**src/rtl/wbc_pkg.sv**
```systemverilog
`default_nettype none
package wbc_pkg;
	localparam int          CHIPS     = 8;
	localparam int          MAG_W     = 3;
	localparam int          NIB_W     = 4;
	localparam int          SYM_BITS  = 8;
	localparam logic [3:0]  CNT_FULL  = 4'h8;
	localparam logic [2:0]  CHIP_LAST = 3'h7;
	localparam logic [2:0]  CHIP_ZERO = 3'h0;
	// Same pattern flipped into every row: distances between rows are kept,
	// and since no row has weight one the result has no all-zero member.
	localparam logic [7:0]  CODE_MASK = 8'h01;
	localparam logic [7:0]  CODE_ZERO = 8'h00;

	typedef struct packed {
		logic             pol;
		logic [MAG_W-1:0] mag;
	} wbc_sym_t;

	typedef struct packed {
		logic i;
		logic q;
	} wbc_chip_t;

	// Row idx of the order-3 matrix: each doubling copies the previous
	// matrix into three quadrants and its complement into the lower right.
	function automatic logic [7:0] wbc_code(input logic [MAG_W-1:0] idx);
		logic [7:0] row;
		row = CODE_ZERO;
		for (int c = 0; c < CHIPS; c++) begin
			for (int k = 0; k < MAG_W; k++) begin
				if (idx[k] && c[k]) begin
					row[c] = ~row[c];
				end
			end
		end
		return row ^ CODE_MASK;
	endfunction

	function automatic logic wbc_chip(input wbc_sym_t s, input logic [2:0] idx);
		logic [7:0] w;
		w = wbc_code(s.mag);
		return w[idx] ^ s.pol;
	endfunction

	// r[0] is the first bit on the wire within the group
	function automatic wbc_sym_t wbc_to_sym(input logic [3:0] r, input logic msb_first);
		logic [3:0] n;
		n = msb_first ? {r[0], r[1], r[2], r[3]} : r;
		return wbc_sym_t'(n);
	endfunction

	function automatic logic [3:0] wbc_from_sym(input wbc_sym_t s, input logic msb_first);
		logic [3:0] n;
		n = s;
		return msb_first ? {n[0], n[1], n[2], n[3]} : n;
	endfunction
endpackage
`default_nettype wire

```
**src/rtl/wbc_corr.sv**
```systemverilog
`timescale 1ns/1ns
`default_nettype none
module wbc_corr import wbc_pkg::*; #(
	parameter int RX_W = 8
) (
	input  wire logic                   clk,
	input  wire logic                   resetn,
	input  wire logic                   chip_valid,
	input  wire logic                   chip_last,
	input  wire logic [2:0]             chip_idx,
	input  wire logic signed [RX_W-1:0] chip,
	output var  logic                   dec_valid_q,
	output var  wbc_sym_t               dec_sym_q
);
	localparam int ACC_W = RX_W + 4;

	if (RX_W < 2) begin
		$error("RX_W must be at least 2");
	end

	logic signed [ACC_W-1:0] acc_q   [CHIPS];
	logic signed [ACC_W-1:0] total   [CHIPS];
	logic signed [ACC_W-1:0] chip_x;
	logic [MAG_W-1:0]        best;
	logic [ACC_W-1:0]        best_abs;
	logic [ACC_W-1:0]        cand_abs;
	wire                     dump = chip_valid && chip_last;

	// Chip c of code row m
	function automatic logic code_bit(input logic [MAG_W-1:0] m, input logic [2:0] c);
		logic [7:0] w;
		w = wbc_code(m);
		return w[c];
	endfunction

	function automatic logic [ACC_W-1:0] abs_of(input logic signed [ACC_W-1:0] v);
		return v[ACC_W-1] ? ACC_W'(-v) : ACC_W'(v);
	endfunction

	assign chip_x = ACC_W'(chip);

	// One multiply-accumulate per code word; code chip 1 means -1
	always_comb begin
		for (int k = 0; k < CHIPS; k++) begin
			total[k] = code_bit(MAG_W'(k), chip_idx) ? acc_q[k] - chip_x
			                                         : acc_q[k] + chip_x;
		end
	end

	// Largest magnitude wins; its sign carries the polarity
	always_comb begin
		best     = '0;
		best_abs = abs_of(total[0]);
		cand_abs = '0;
		for (int k = 1; k < CHIPS; k++) begin
			cand_abs = abs_of(total[k]);
			if (cand_abs > best_abs) begin
				best     = MAG_W'(k);
				best_abs = cand_abs;
			end
		end
	end

	always_ff @(posedge clk or negedge resetn) begin
		if (!resetn) begin
			for (int k = 0; k < CHIPS; k++) begin
				acc_q[k] <= '0;
			end
		end else if (chip_valid) begin
			for (int k = 0; k < CHIPS; k++) begin
				acc_q[k] <= dump ? '0 : total[k];
			end
		end
	end

	always_ff @(posedge clk or negedge resetn) begin
		if (!resetn) begin
			dec_valid_q <= 1'b0;
			dec_sym_q   <= '0;
		end else begin
			dec_valid_q <= dump;
			if (dump) begin
				dec_sym_q.mag <= best;
				dec_sym_q.pol <= total[best][ACC_W-1];
			end
		end
	end
endmodule
`default_nettype wire

```
**src/rtl/wbc_codec.sv**
```systemverilog
`timescale 1ns/1ns
`default_nettype none
module wbc_codec import wbc_pkg::*; #(
	parameter int RX_W      = 8,
	parameter bit MSB_FIRST = 1'b1,
	parameter bit I_FIRST   = 1'b1
) (
	input  wire logic                   clk,
	input  wire logic                   resetn,
	input  wire logic                   bit_valid,
	output var  logic                   bit_ready,
	input  wire logic                   bit_data,
	output var  logic                   tx_valid_q,
	output var  wbc_chip_t              tx_chip_q,
	input  wire logic                   rx_valid,
	input  wire logic signed [RX_W-1:0] rx_i,
	input  wire logic signed [RX_W-1:0] rx_q,
	output var  logic                   rx_bits_valid_q,
	output var  logic [SYM_BITS-1:0]    rx_bits_q
);
	typedef enum logic {TX_IDLE, TX_SEND} wbc_tx_state_t;

	// Soft chips need a sign bit and at least one bit of size
	if (RX_W < 2) begin
		$error("RX_W must be at least 2 for signed soft chips");
	end

	wbc_tx_state_t          state_q, state_d;
	logic [SYM_BITS-1:0]    asm_q;
	logic [3:0]             cnt_q;
	logic [2:0]             tx_idx_q, tx_idx_d;
	wbc_sym_t               sym_i_q, sym_q_q, sym_i_d, sym_q_d;
	logic [2:0]             rx_idx_q;
	wbc_sym_t               dec_i, dec_q;
	logic                   dec_i_valid, dec_q_valid;

	wire full      = cnt_q == CNT_FULL;
	wire last_chip = state_q == TX_SEND && tx_idx_q == CHIP_LAST;
	// A waiting symbol loads at once when idle, else only on the last chip, so a word is never cut short
	wire load      = full && (state_q == TX_IDLE || last_chip);
	wire take_bit  = bit_valid && bit_ready;
	wire rx_last   = rx_idx_q == CHIP_LAST;
	wire [3:0] grp_first  = asm_q[3:0];
	wire [3:0] grp_second = asm_q[7:4];
	wire wbc_sym_t new_first  = wbc_to_sym(grp_first, MSB_FIRST);
	wire wbc_sym_t new_second = wbc_to_sym(grp_second, MSB_FIRST);

	assign bit_ready = !full;

	// Gather one symbol's worth of bits; bit k of asm_q is the k-th bit received
	always_ff @(posedge clk or negedge resetn) begin
		if (!resetn) begin
			asm_q <= '0;
			cnt_q <= '0;
		end else if (load) begin
			cnt_q <= '0;
		end else if (take_bit) begin
			asm_q[cnt_q[2:0]] <= bit_data;
			cnt_q             <= cnt_q + 4'h1;
		end
	end

	// Two groups per symbol, split to channels by I_FIRST
	assign sym_i_d = load ? (I_FIRST ? new_first : new_second) : sym_i_q;
	assign sym_q_d = load ? (I_FIRST ? new_second : new_first) : sym_q_q;

	always_comb begin
		state_d  = state_q;
		tx_idx_d = tx_idx_q;
		case (state_q)
			TX_IDLE: begin
				if (load) begin
					state_d  = TX_SEND;
					tx_idx_d = CHIP_ZERO;
				end
			end
			TX_SEND: begin
				tx_idx_d = tx_idx_q + 3'h1;
				if (last_chip && !load) begin
					state_d = TX_IDLE;
				end
			end
			default: begin
				state_d = TX_IDLE;
			end
		endcase
	end

	always_ff @(posedge clk or negedge resetn) begin
		if (!resetn) begin
			state_q  <= TX_IDLE;
			tx_idx_q <= '0;
			sym_i_q  <= '0;
			sym_q_q  <= '0;
		end else begin
			state_q  <= state_d;
			tx_idx_q <= tx_idx_d;
			sym_i_q  <= sym_i_d;
			sym_q_q  <= sym_q_d;
		end
	end

	// Chip outputs registered; code row selected by magnitude, then polarity flip
	always_ff @(posedge clk or negedge resetn) begin
		if (!resetn) begin
			tx_valid_q <= 1'b0;
			tx_chip_q  <= '0;
		end else begin
			tx_valid_q  <= state_d == TX_SEND;
			tx_chip_q.i <= wbc_chip(sym_i_d, tx_idx_d);
			tx_chip_q.q <= wbc_chip(sym_q_d, tx_idx_d);
		end
	end

	// Receive chip position; a symbol closes every eighth valid chip
	always_ff @(posedge clk or negedge resetn) begin
		if (!resetn) begin
			rx_idx_q <= '0;
		end else if (rx_valid) begin
			rx_idx_q <= rx_idx_q + 3'h1;
		end
	end

	wbc_corr #(.RX_W(RX_W)) u_corr_i (
		.clk        (clk),
		.resetn     (resetn),
		.chip_valid (rx_valid),
		.chip_last  (rx_last),
		.chip_idx   (rx_idx_q),
		.chip       (rx_i),
		.dec_valid_q(dec_i_valid),
		.dec_sym_q  (dec_i)
	);

	wbc_corr #(.RX_W(RX_W)) u_corr_q (
		.clk        (clk),
		.resetn     (resetn),
		.chip_valid (rx_valid),
		.chip_last  (rx_last),
		.chip_idx   (rx_idx_q),
		.chip       (rx_q),
		.dec_valid_q(dec_q_valid),
		.dec_sym_q  (dec_q)
	);

	wire [3:0] out_i = wbc_from_sym(dec_i, MSB_FIRST);
	wire [3:0] out_q = wbc_from_sym(dec_q, MSB_FIRST);
	// Both halves close on the same chip, so the in-phase strobe stands for both

	always_ff @(posedge clk or negedge resetn) begin
		if (!resetn) begin
			rx_bits_valid_q <= 1'b0;
			rx_bits_q       <= '0;
		end else begin
			rx_bits_valid_q <= dec_i_valid;
			if (dec_i_valid) begin
				rx_bits_q <= I_FIRST ? {out_q, out_i} : {out_i, out_q};
			end
		end
	end
endmodule
`default_nettype wire

```
**config.mk**
```make
export PLATFORM = sky130hd
export DESIGN_NAME = wbc_codec
export DESIGN_NICKNAME = d
export VERILOG_FILES = /design/src/rtl/wbc_pkg.sv /design/src/rtl/wbc_corr.sv /design/src/rtl/wbc_codec.sv
export SDC_FILE = /design/constraint.sdc
export NUM_CORES = 2
export LEC_CHECK = 0
export BUFFER_PORTS_ARGS = -buffer_cell sky130_fd_sc_hd__clkbuf_2
export CORE_MARGIN = 10
export CORE_UTILIZATION = 30
export CTS_CLUSTER_DIAMETER = 80
export DETAILED_ROUTE_END_ITERATION = 8
export GPL_ROUTABILITY_DRIVEN = 1
export MAX_ROUTING_LAYER = met4
export PLACE_DENSITY = 0.48
export SLEW_MARGIN = 20
export SYNTH_ARGS = -nofsm -noshare
export SYNTH_HDL_FRONTEND = slang
export SYNTH_HIERARCHICAL = 1
export SYNTH_SLANG_ARGS = --single-unit
```
**constraint.sdc**
```tcl
create_clock -name clk -period 16.9 [get_ports clk]
set_clock_uncertainty 0.2 [all_clocks]
set_input_delay 0.845 -clock clk [delete_from_list [all_inputs] [get_ports clk]]
set_output_delay 0.845 -clock clk [all_outputs]
set_load 0.02 [all_outputs]
```
; Word level (Yosys, flattened, before mapping)
; Memories as Yosys holds them, arrays and structs flattened.
; Cells that the tools add are included.
[totals]
register_bits = 239
mem_bits_ro = 64
input_bits = 21
out_inout_bits = 13
wordCells = 257
n_memories = 8
[mem_list]
columns = name, depth, word_bits, read_ports, rd_ports_with_merged_regs, wr, line_no
row1 = (name not given), 8, 1, 1, 0, 0, wbc_corr.sv:33  ; return w[c];
row2 = (name not given), 8, 1, 1, 0, 0, wbc_corr.sv:33
row3 = (name not given), 8, 1, 1, 0, 0, wbc_corr.sv:33
row4 = (name not given), 8, 1, 1, 0, 0, wbc_corr.sv:33
row5 = (name not given), 8, 1, 1, 0, 0, wbc_corr.sv:33
row6 = (name not given), 8, 1, 1, 0, 0, wbc_corr.sv:33
row7 = +2 memories, n/a, n/a, n/a, n/a, n/a, n/a
[classes]
n_addsub = 51
order_cmp = 20
n_eq_ne = 3
mux = 118
bitwise_logic = 12
reduce_logical = 11
[ops]
columns = cell, count
row1 = 12-bit 2-to-1 mux, 64
row2 = 12-bit by 8-bit adder with 12-bit output, 16
row3 = 12-bit negator, 16
row4 = 12-bit by 8-bit subtractor with 12-bit output, 16
row5 = 12-bit greater-than comparator, 14
row6 = 12-bit binary-select mux with 3-bit select, 2
row7 = 3-bit 2-to-1 mux, 13
row8 = 1-bit 2-to-1 mux, 29
row9 = 4-bit 2-to-1 mux, 4
row10 = "3-bit by 4-bit < comparator with 1-bit output, second input constant", 3
row11 = 8-bit bitwise mux, 1
row12 = "4-bit greater-or-equal comparator, second input constant", 2
row13 = 1-bit NOT, 8
row14 = 3-bit NOT with 4-bit output, 2
row15 = "3-bit by 1-bit adder with 3-bit output, second input constant", 2
row16 = 1-bit binary-select mux with 3-bit select, 2
row17 = "3-bit == test, second input constant", 2
row18 = 1-bit logical AND, 6
row19 = 3-bit case mux with 2 select lines, 1
row20 = "4-bit by 1-bit adder with 4-bit output, second input constant", 1
row21 = "4-bit == test, second input constant", 1
row22 = 1-bit demux with 3-bit select, 1
row23 = "3-bit by 1-bit greater-or-equal comparator with 1-bit output, second input constant", 1
row24 = 1-bit zero test, 2
row25 = 5 further kinds, 6

; Logic depth before layout (Yosys ltp)
[logic_depth]
ltp_word = 23
depth_mapped = 105
depth_no_buf = 93

; Cells and area by module
; Netlist, hierarchy kept.
[by_module_without_submodules]
columns = module, instances, cells_each, area_per_inst_um2, seq_area_each_um2
row1 = wbc_corr (u_corr_i), 1, 1770, 13789.5, 2527.4
row2 = wbc_corr (u_corr_q), 1, 1747, 13755.7, 2527.4
row3 = wbc_codec, 1, 164, 1900.6, 950.9

; Worst setup path after synthesis
; No wires, ideal clock.
[synth_timing]
path_type = input -> register
start = input port rx_q[1]
end = register u_corr_q/dec_sym_q[3] (netlist bit)
setup_time_ps = 87
t_arrival_ps = 18539
required_ps = 16613
setup_slack_ps = -1926
stages = 94
n_path_buf = 13
path_cell_list = buf_6 > inv_1 > ha_1 > clkbuf_1 > nor3b_1 > nor3b_1 > a21oi_1 > mux2i_1 > ha_1 > a21oi_1 > o21ai_0 > o41ai_4 > xnor2_2 > nor2_1 > xor2_1 > inv_1 > ha_1 > a21o_1 > [... 58 more ...] > o21ai_0 > o22a_1 > inv_1 > clkbuf_1 > clkbuf_1 > a21o_1 > ha_1 > nor2b_1 > o21ai_0 > nand2b_1 > a21oi_1 > o221ai_1 > o21a_1 > nor2_1 > nand2_1 > a41o_1 > a211o_1 > o211ai_1
[synth_between]
elab_chain_len = 22
word_cells_on_any_way = 64
cone_classes = 24 x add/sub / 7 x order compare / 32 x mux / 1 x bitwise
[synth_lines]
columns = element, line_no
row1 = start: declaration, wbc_codec.sv:17  ; input wire logic signed [RX_W-1:0] rx_q,
row2 = 12-bit by 8-bit adder with 12-bit output or 12-bit by 8-bit subtractor with 12-bit output (tied branches), "wbc_corr.sv:46, wbc_corr.sv:45"
row3 = 12-bit 2-to-1 mux, wbc_corr.sv:45  ; total[k] = code_bit(MAG_W'(k), chip_idx) ? acc_q[k] - chip_x
row4 = 12-bit negator, wbc_corr.sv:37  ; return v[ACC_W-1] ? ACC_W'(-v) : ACC_W'(v);
row5 = 12-bit 2-to-1 mux, wbc_corr.sv:37
row6 = 12-bit greater-than comparator, wbc_corr.sv:57  ; if (cand_abs > best_abs) begin
row7 = 12-bit 2-to-1 mux, wbc_corr.sv:57
row8 = 12-bit greater-than comparator, wbc_corr.sv:57
row9 = 12-bit 2-to-1 mux, wbc_corr.sv:57
row10 = [... 5 more ...], n/a
row11 = 12-bit 2-to-1 mux, wbc_corr.sv:57
row12 = 12-bit greater-than comparator, wbc_corr.sv:57
row13 = 12-bit 2-to-1 mux, wbc_corr.sv:57
row14 = 12-bit greater-than comparator, wbc_corr.sv:57
row15 = 3-bit 2-to-1 mux, wbc_corr.sv:57
row16 = 3-bit NOT with 4-bit output (not written as such), wbc_corr.sv:84  ; dec_sym_q.pol <= total[best][ACC_W-1];
row17 = 12-bit binary-select mux with 3-bit select *, wbc_corr.sv:84
row18 = 12-bit 2-to-1 mux (not written as such) * (2 in series), wbc_corr.sv:84
row19 = end: declaration, wbc_corr.sv:13  ; output var wbc_sym_t dec_sym_q
; Mark *: on every way between the ends. The rest lies on a longest branch, timed or not. The select of a mux whose other input is x is not followed.
; A chain may end at the register's enable or synchronous reset.

; Worst setup path in the final report
[layout_timing]
start = register rx_idx_q[0]
end = register u_corr_i/dec_sym_q[3] (netlist bit)
[layout_between]
elab_chain_len = 23
word_cells_on_any_way = 66
cone_classes = 8 x add/sub / 7 x order compare / 1 x eq/ne / 40 x mux / 1 x bitwise / 1 x reduce/logical / 8 x memory
[layout_lines]
columns = element, line_no
row1 = start: declaration, wbc_codec.sv:33  ; logic [2:0] rx_idx_q;
row2 = start signal: assignment, wbc_codec.sv:120  ; rx_idx_q <= rx_idx_q + 3'h1;
row3 = memory 8 x 1 bit, n/a
row4 = 1-bit 2-to-1 mux, n/a
row5 = 12-bit 2-to-1 mux, wbc_corr.sv:45
row6 = 12-bit negator, wbc_corr.sv:37
row7 = 12-bit 2-to-1 mux, wbc_corr.sv:37
row8 = 12-bit greater-than comparator, wbc_corr.sv:57
row9 = 12-bit 2-to-1 mux, wbc_corr.sv:57
row10 = 12-bit greater-than comparator, wbc_corr.sv:57
row11 = [... 6 more ...], n/a
row12 = 12-bit 2-to-1 mux, wbc_corr.sv:57
row13 = 12-bit greater-than comparator, wbc_corr.sv:57
row14 = 12-bit 2-to-1 mux, wbc_corr.sv:57
row15 = 12-bit greater-than comparator, wbc_corr.sv:57
row16 = 3-bit 2-to-1 mux, wbc_corr.sv:57
row17 = 3-bit NOT with 4-bit output (not written as such), wbc_corr.sv:84
row18 = 12-bit binary-select mux with 3-bit select, wbc_corr.sv:84
row19 = 12-bit 2-to-1 mux (not written as such) (2 in series), wbc_corr.sv:84
row20 = end: declaration, wbc_corr.sv:13
; Several ways; a longest one is shown, not always the timed one. The select of a mux whose other input is x is not followed.

==> key figures <==
Timing
  – Final hold vios: 0
  – Worst-margin pin slew: 1020 ps
  – Slew HR: 0.314
  – Slew Limit Fails: 0
  – Fin crit period: 16220 ps
  – Highest Clock Rate: 61.6 MHz
  – Period Utilization, post-route: 0.960
  – Setup-failing EPs final: 0

Synthesis
  – Synth warnings: 6
  – Syn avg cell area: 7.99 um2
  – Syn Std Cell Area: 0.0294 mm2
  – Syn_nets: 4074
  – Cells after Synth: 3680

Placement
  – Area post-placement: 0.0342 mm2
  – Placed insts: 5309
  – Port bufs: 33
  – Final HPWL DP: 76000 um
  – RePlAce Congestion: 0.908

Worst hold path
  – Hold_sp: asm_q[5]
  – Hold path depth: 1
  – Hold Crit Class: flip-flop to flip-flop
  – Hold EP: asm_q[5]

Setup path
  – Reg2reg setup slack: 680 ps
  – RR Endpoint: u_corr_i/dec_sym_q[3]
  – Crit-path most repeated cell: ha_1
  – Crit start category: flip-flop
  – Max stage delay on crit path: 410 ps
  – Reg2reg path depth: 93
  – Worst-path fanout max: 7
  – Worst path required time: 17170 ps
  – Critical Path Sink Type: flip-flop
  – Highest-delay cell along the critical path: dfrtp_1
  – Worst R2R Start: rx_idx_q[0]
  – Worst Path Arrival: 16490 ps
  – Critical Setup Path Class: flip-flop to flip-flop

Layout
  – Fillers: 10000
  – Area grow syn2layout: 25.4%
  – Finished layout cell area: 0.0369 mm2
  – Share of cells above drive strength 1: 0.218
  – Antenna diodes: 0
  – Post-Layout Cell Count: 5446
  – Nets: 4537

Die
  – Io pins: 34
  – Die Width: 333 um
  – Initial Utilization: 0.303
  – Core region area: 0.0970 mm2
  – Std-Cell Rows: 114
  – Die area: 0.111 mm2
  – DIE HEIGHT: 333 um

Routing
  – DR vias/cell: 5.03
  – Routed WL per cell: 18.0 um
  – Antenna viol nets, final: 0
  – Initial DRC Count: 1724
  – # DRC: 0
  – Final wirelength: 98100 um
  – Vias: 27400
  – Drt pass-1 iters: 5

Clock tree
  – Clock input transition at the sequential cells of the worst setup and hold paths: 60 ps
  – H-tree depth: 2
  – Root buf cell: clkbuf_16
  – Max clock buf depth: 3
  – TritonCTS Buffers: 39
  – Worst-skew pair later-pin latency: 600 ps
  – TritonCTS clock tree: done
  – # clock sinks: 239

Run
  – Number of max-cap violations: 0

Global route
  – First-pass GRT wire length: 153000 um
  – Grt ovf: 0
  – Vias in the first global route: 26900
  – Initial antenna violation count: 1
  – Largest net degree at the start of global routing: 105
  – GR Util All Layers: 0.176

Status
  – Outcome: finished clean
[worst max-delay path, delay by kind of cell, from the launching register on]
family	cells	cell delay, ps
XOR/XNOR	2	310
buffers and inverters	13	1590
multiplexers	6	1490
adder cells (fa/ha/maj)	10	2720
AO/OA/AOI/OAI	38	6000
AND/OR/NAND/NOR	24	3340
flip-flops	1	410
[repair_timing]
| action | 4_1_cts | 5_1_grt |
|---|---|---|
| hold buffers | 1 | 0 |
| setup buffers | 7 | 55 |
| gates cloned | 3 | 2 |
| pin swaps | 5 | 83 |
| hold endpoints to repair | 21 | 0 |
| resized for setup | 22 | 181 |
| endpoints found under the setup margin | 4 | 8 |
[how the worst max path moves through the flow]
stage	from	end	slack, ps	depth (start not counted)
floorplan	rx_q[1]	u_corr_q/dec_sym_q[3]	-80	89
global placement	rx_i[1]	u_corr_i/dec_sym_q[3]	-990	88
detailed placement	rx_i[1]	u_corr_i/dec_sym_q[3]	-980	91
CTS	rx_idx_q[0]	u_corr_i/dec_sym_q[3]	30	86
global route	rx_idx_q[0]	u_corr_i/dec_sym_q[3]	-120	93
finish	rx_idx_q[0]	u_corr_i/dec_sym_q[3]	680	93
[flip-flops by register name, indices dropped and copies added (netlist names)]
| register | count |
|---|---|
| u_corr_q/acc_q | 96 |
| u_corr_i/dec_sym_q | 4 |
| asm_q | 8 |
| cnt_q | 4 |
| u_corr_i/acc_q | 96 |
| sym_q_q | 4 |
| rx_bits_valid_q | 1 |
| tx_idx_q | 3 |
| u_corr_i/dec_valid_q | 1 |
| rx_idx_q | 3 |
| tx_chip_q | 2 |
| u_corr_q/dec_sym_q | 4 |
| rx_bits_q | 8 |
| tx_valid_q | 1 |
| sym_i_q | 4 |
[placed cells by master, fill, tap and decap left out, types with 12 or more instances in the layout]
| master | count |
|---|---|
| a21o_1 | 141 |
| a21oi_1 | 179 |
| a21oi_2 | 40 |
| a31oi_1 | 37 |
| and2_1 | 23 |
| and3_1 | 20 |
| buf_4 | 494 |
| buf_6 | 14 |
| clkbuf_16 | 39 |
| clkbuf_2 | 31 |
| dfrtp_1 | 238 |
| fa_1 | 15 |
| ha_1 | 350 |
| inv_1 | 310 |
| mux2_2 | 46 |
| mux2i_1 | 60 |
| nand2_1 | 260 |
| nand2b_1 | 61 |
| nand3_1 | 57 |
| nand4_1 | 44 |
| nor2_1 | 351 |
| nor2_2 | 13 |
| nor2b_1 | 63 |
| nor3_1 | 55 |
| nor3b_1 | 12 |
| nor4_1 | 19 |
| o211ai_1 | 16 |
| o21a_1 | 31 |
| o21ai_0 | 211 |
| o21ai_1 | 30 |
| o21bai_1 | 12 |
| o22ai_1 | 100 |
| xnor2_1 | 270 |
| xor2_1 | 140 |
[layout make-up]
cell class                 instances  area, um2  share of cell area
multi-input combinational       2998      22600               0.613
sequential                       239       5980               0.162
timing repair buffer             547       4140               0.112
tap                             1276       1600              0.0433
inverter                         317       1200              0.0325
clock buffer                      47       1050              0.0284
clock inverter                    21        308             0.00834
timing repair inverter             1       7.51            0.000203
[stage by stage]
stage / setup slack [ps] / TNS (ps) / hold slack [ps] / util
floorplan: -77.8 / -77.8 / 152 / -
global placement: -992 / -3370 / 290 / 0.352
detailed placement: -977 / -3240 / 297 / 0.353
CTS: 29.7 / 0 / 307 / 0.368
global route: -121 / -211 / 320 / 0.380
finish: 679 / 0 / 306 / 0.380
[routing by layer]
layer,vias up,GRT usage,part of all wire
met4,0,0.0466,0.023
met2,438,0.292,0.47
met3,117,0.0173,0.033
li1,13900,-,-
met1,12900,0.228,0.47
met5,-,-,0
Power is left out: the tool's default activity adds up to more than one toggle a clock period on the data nets, which glitch-free logic cannot reach.
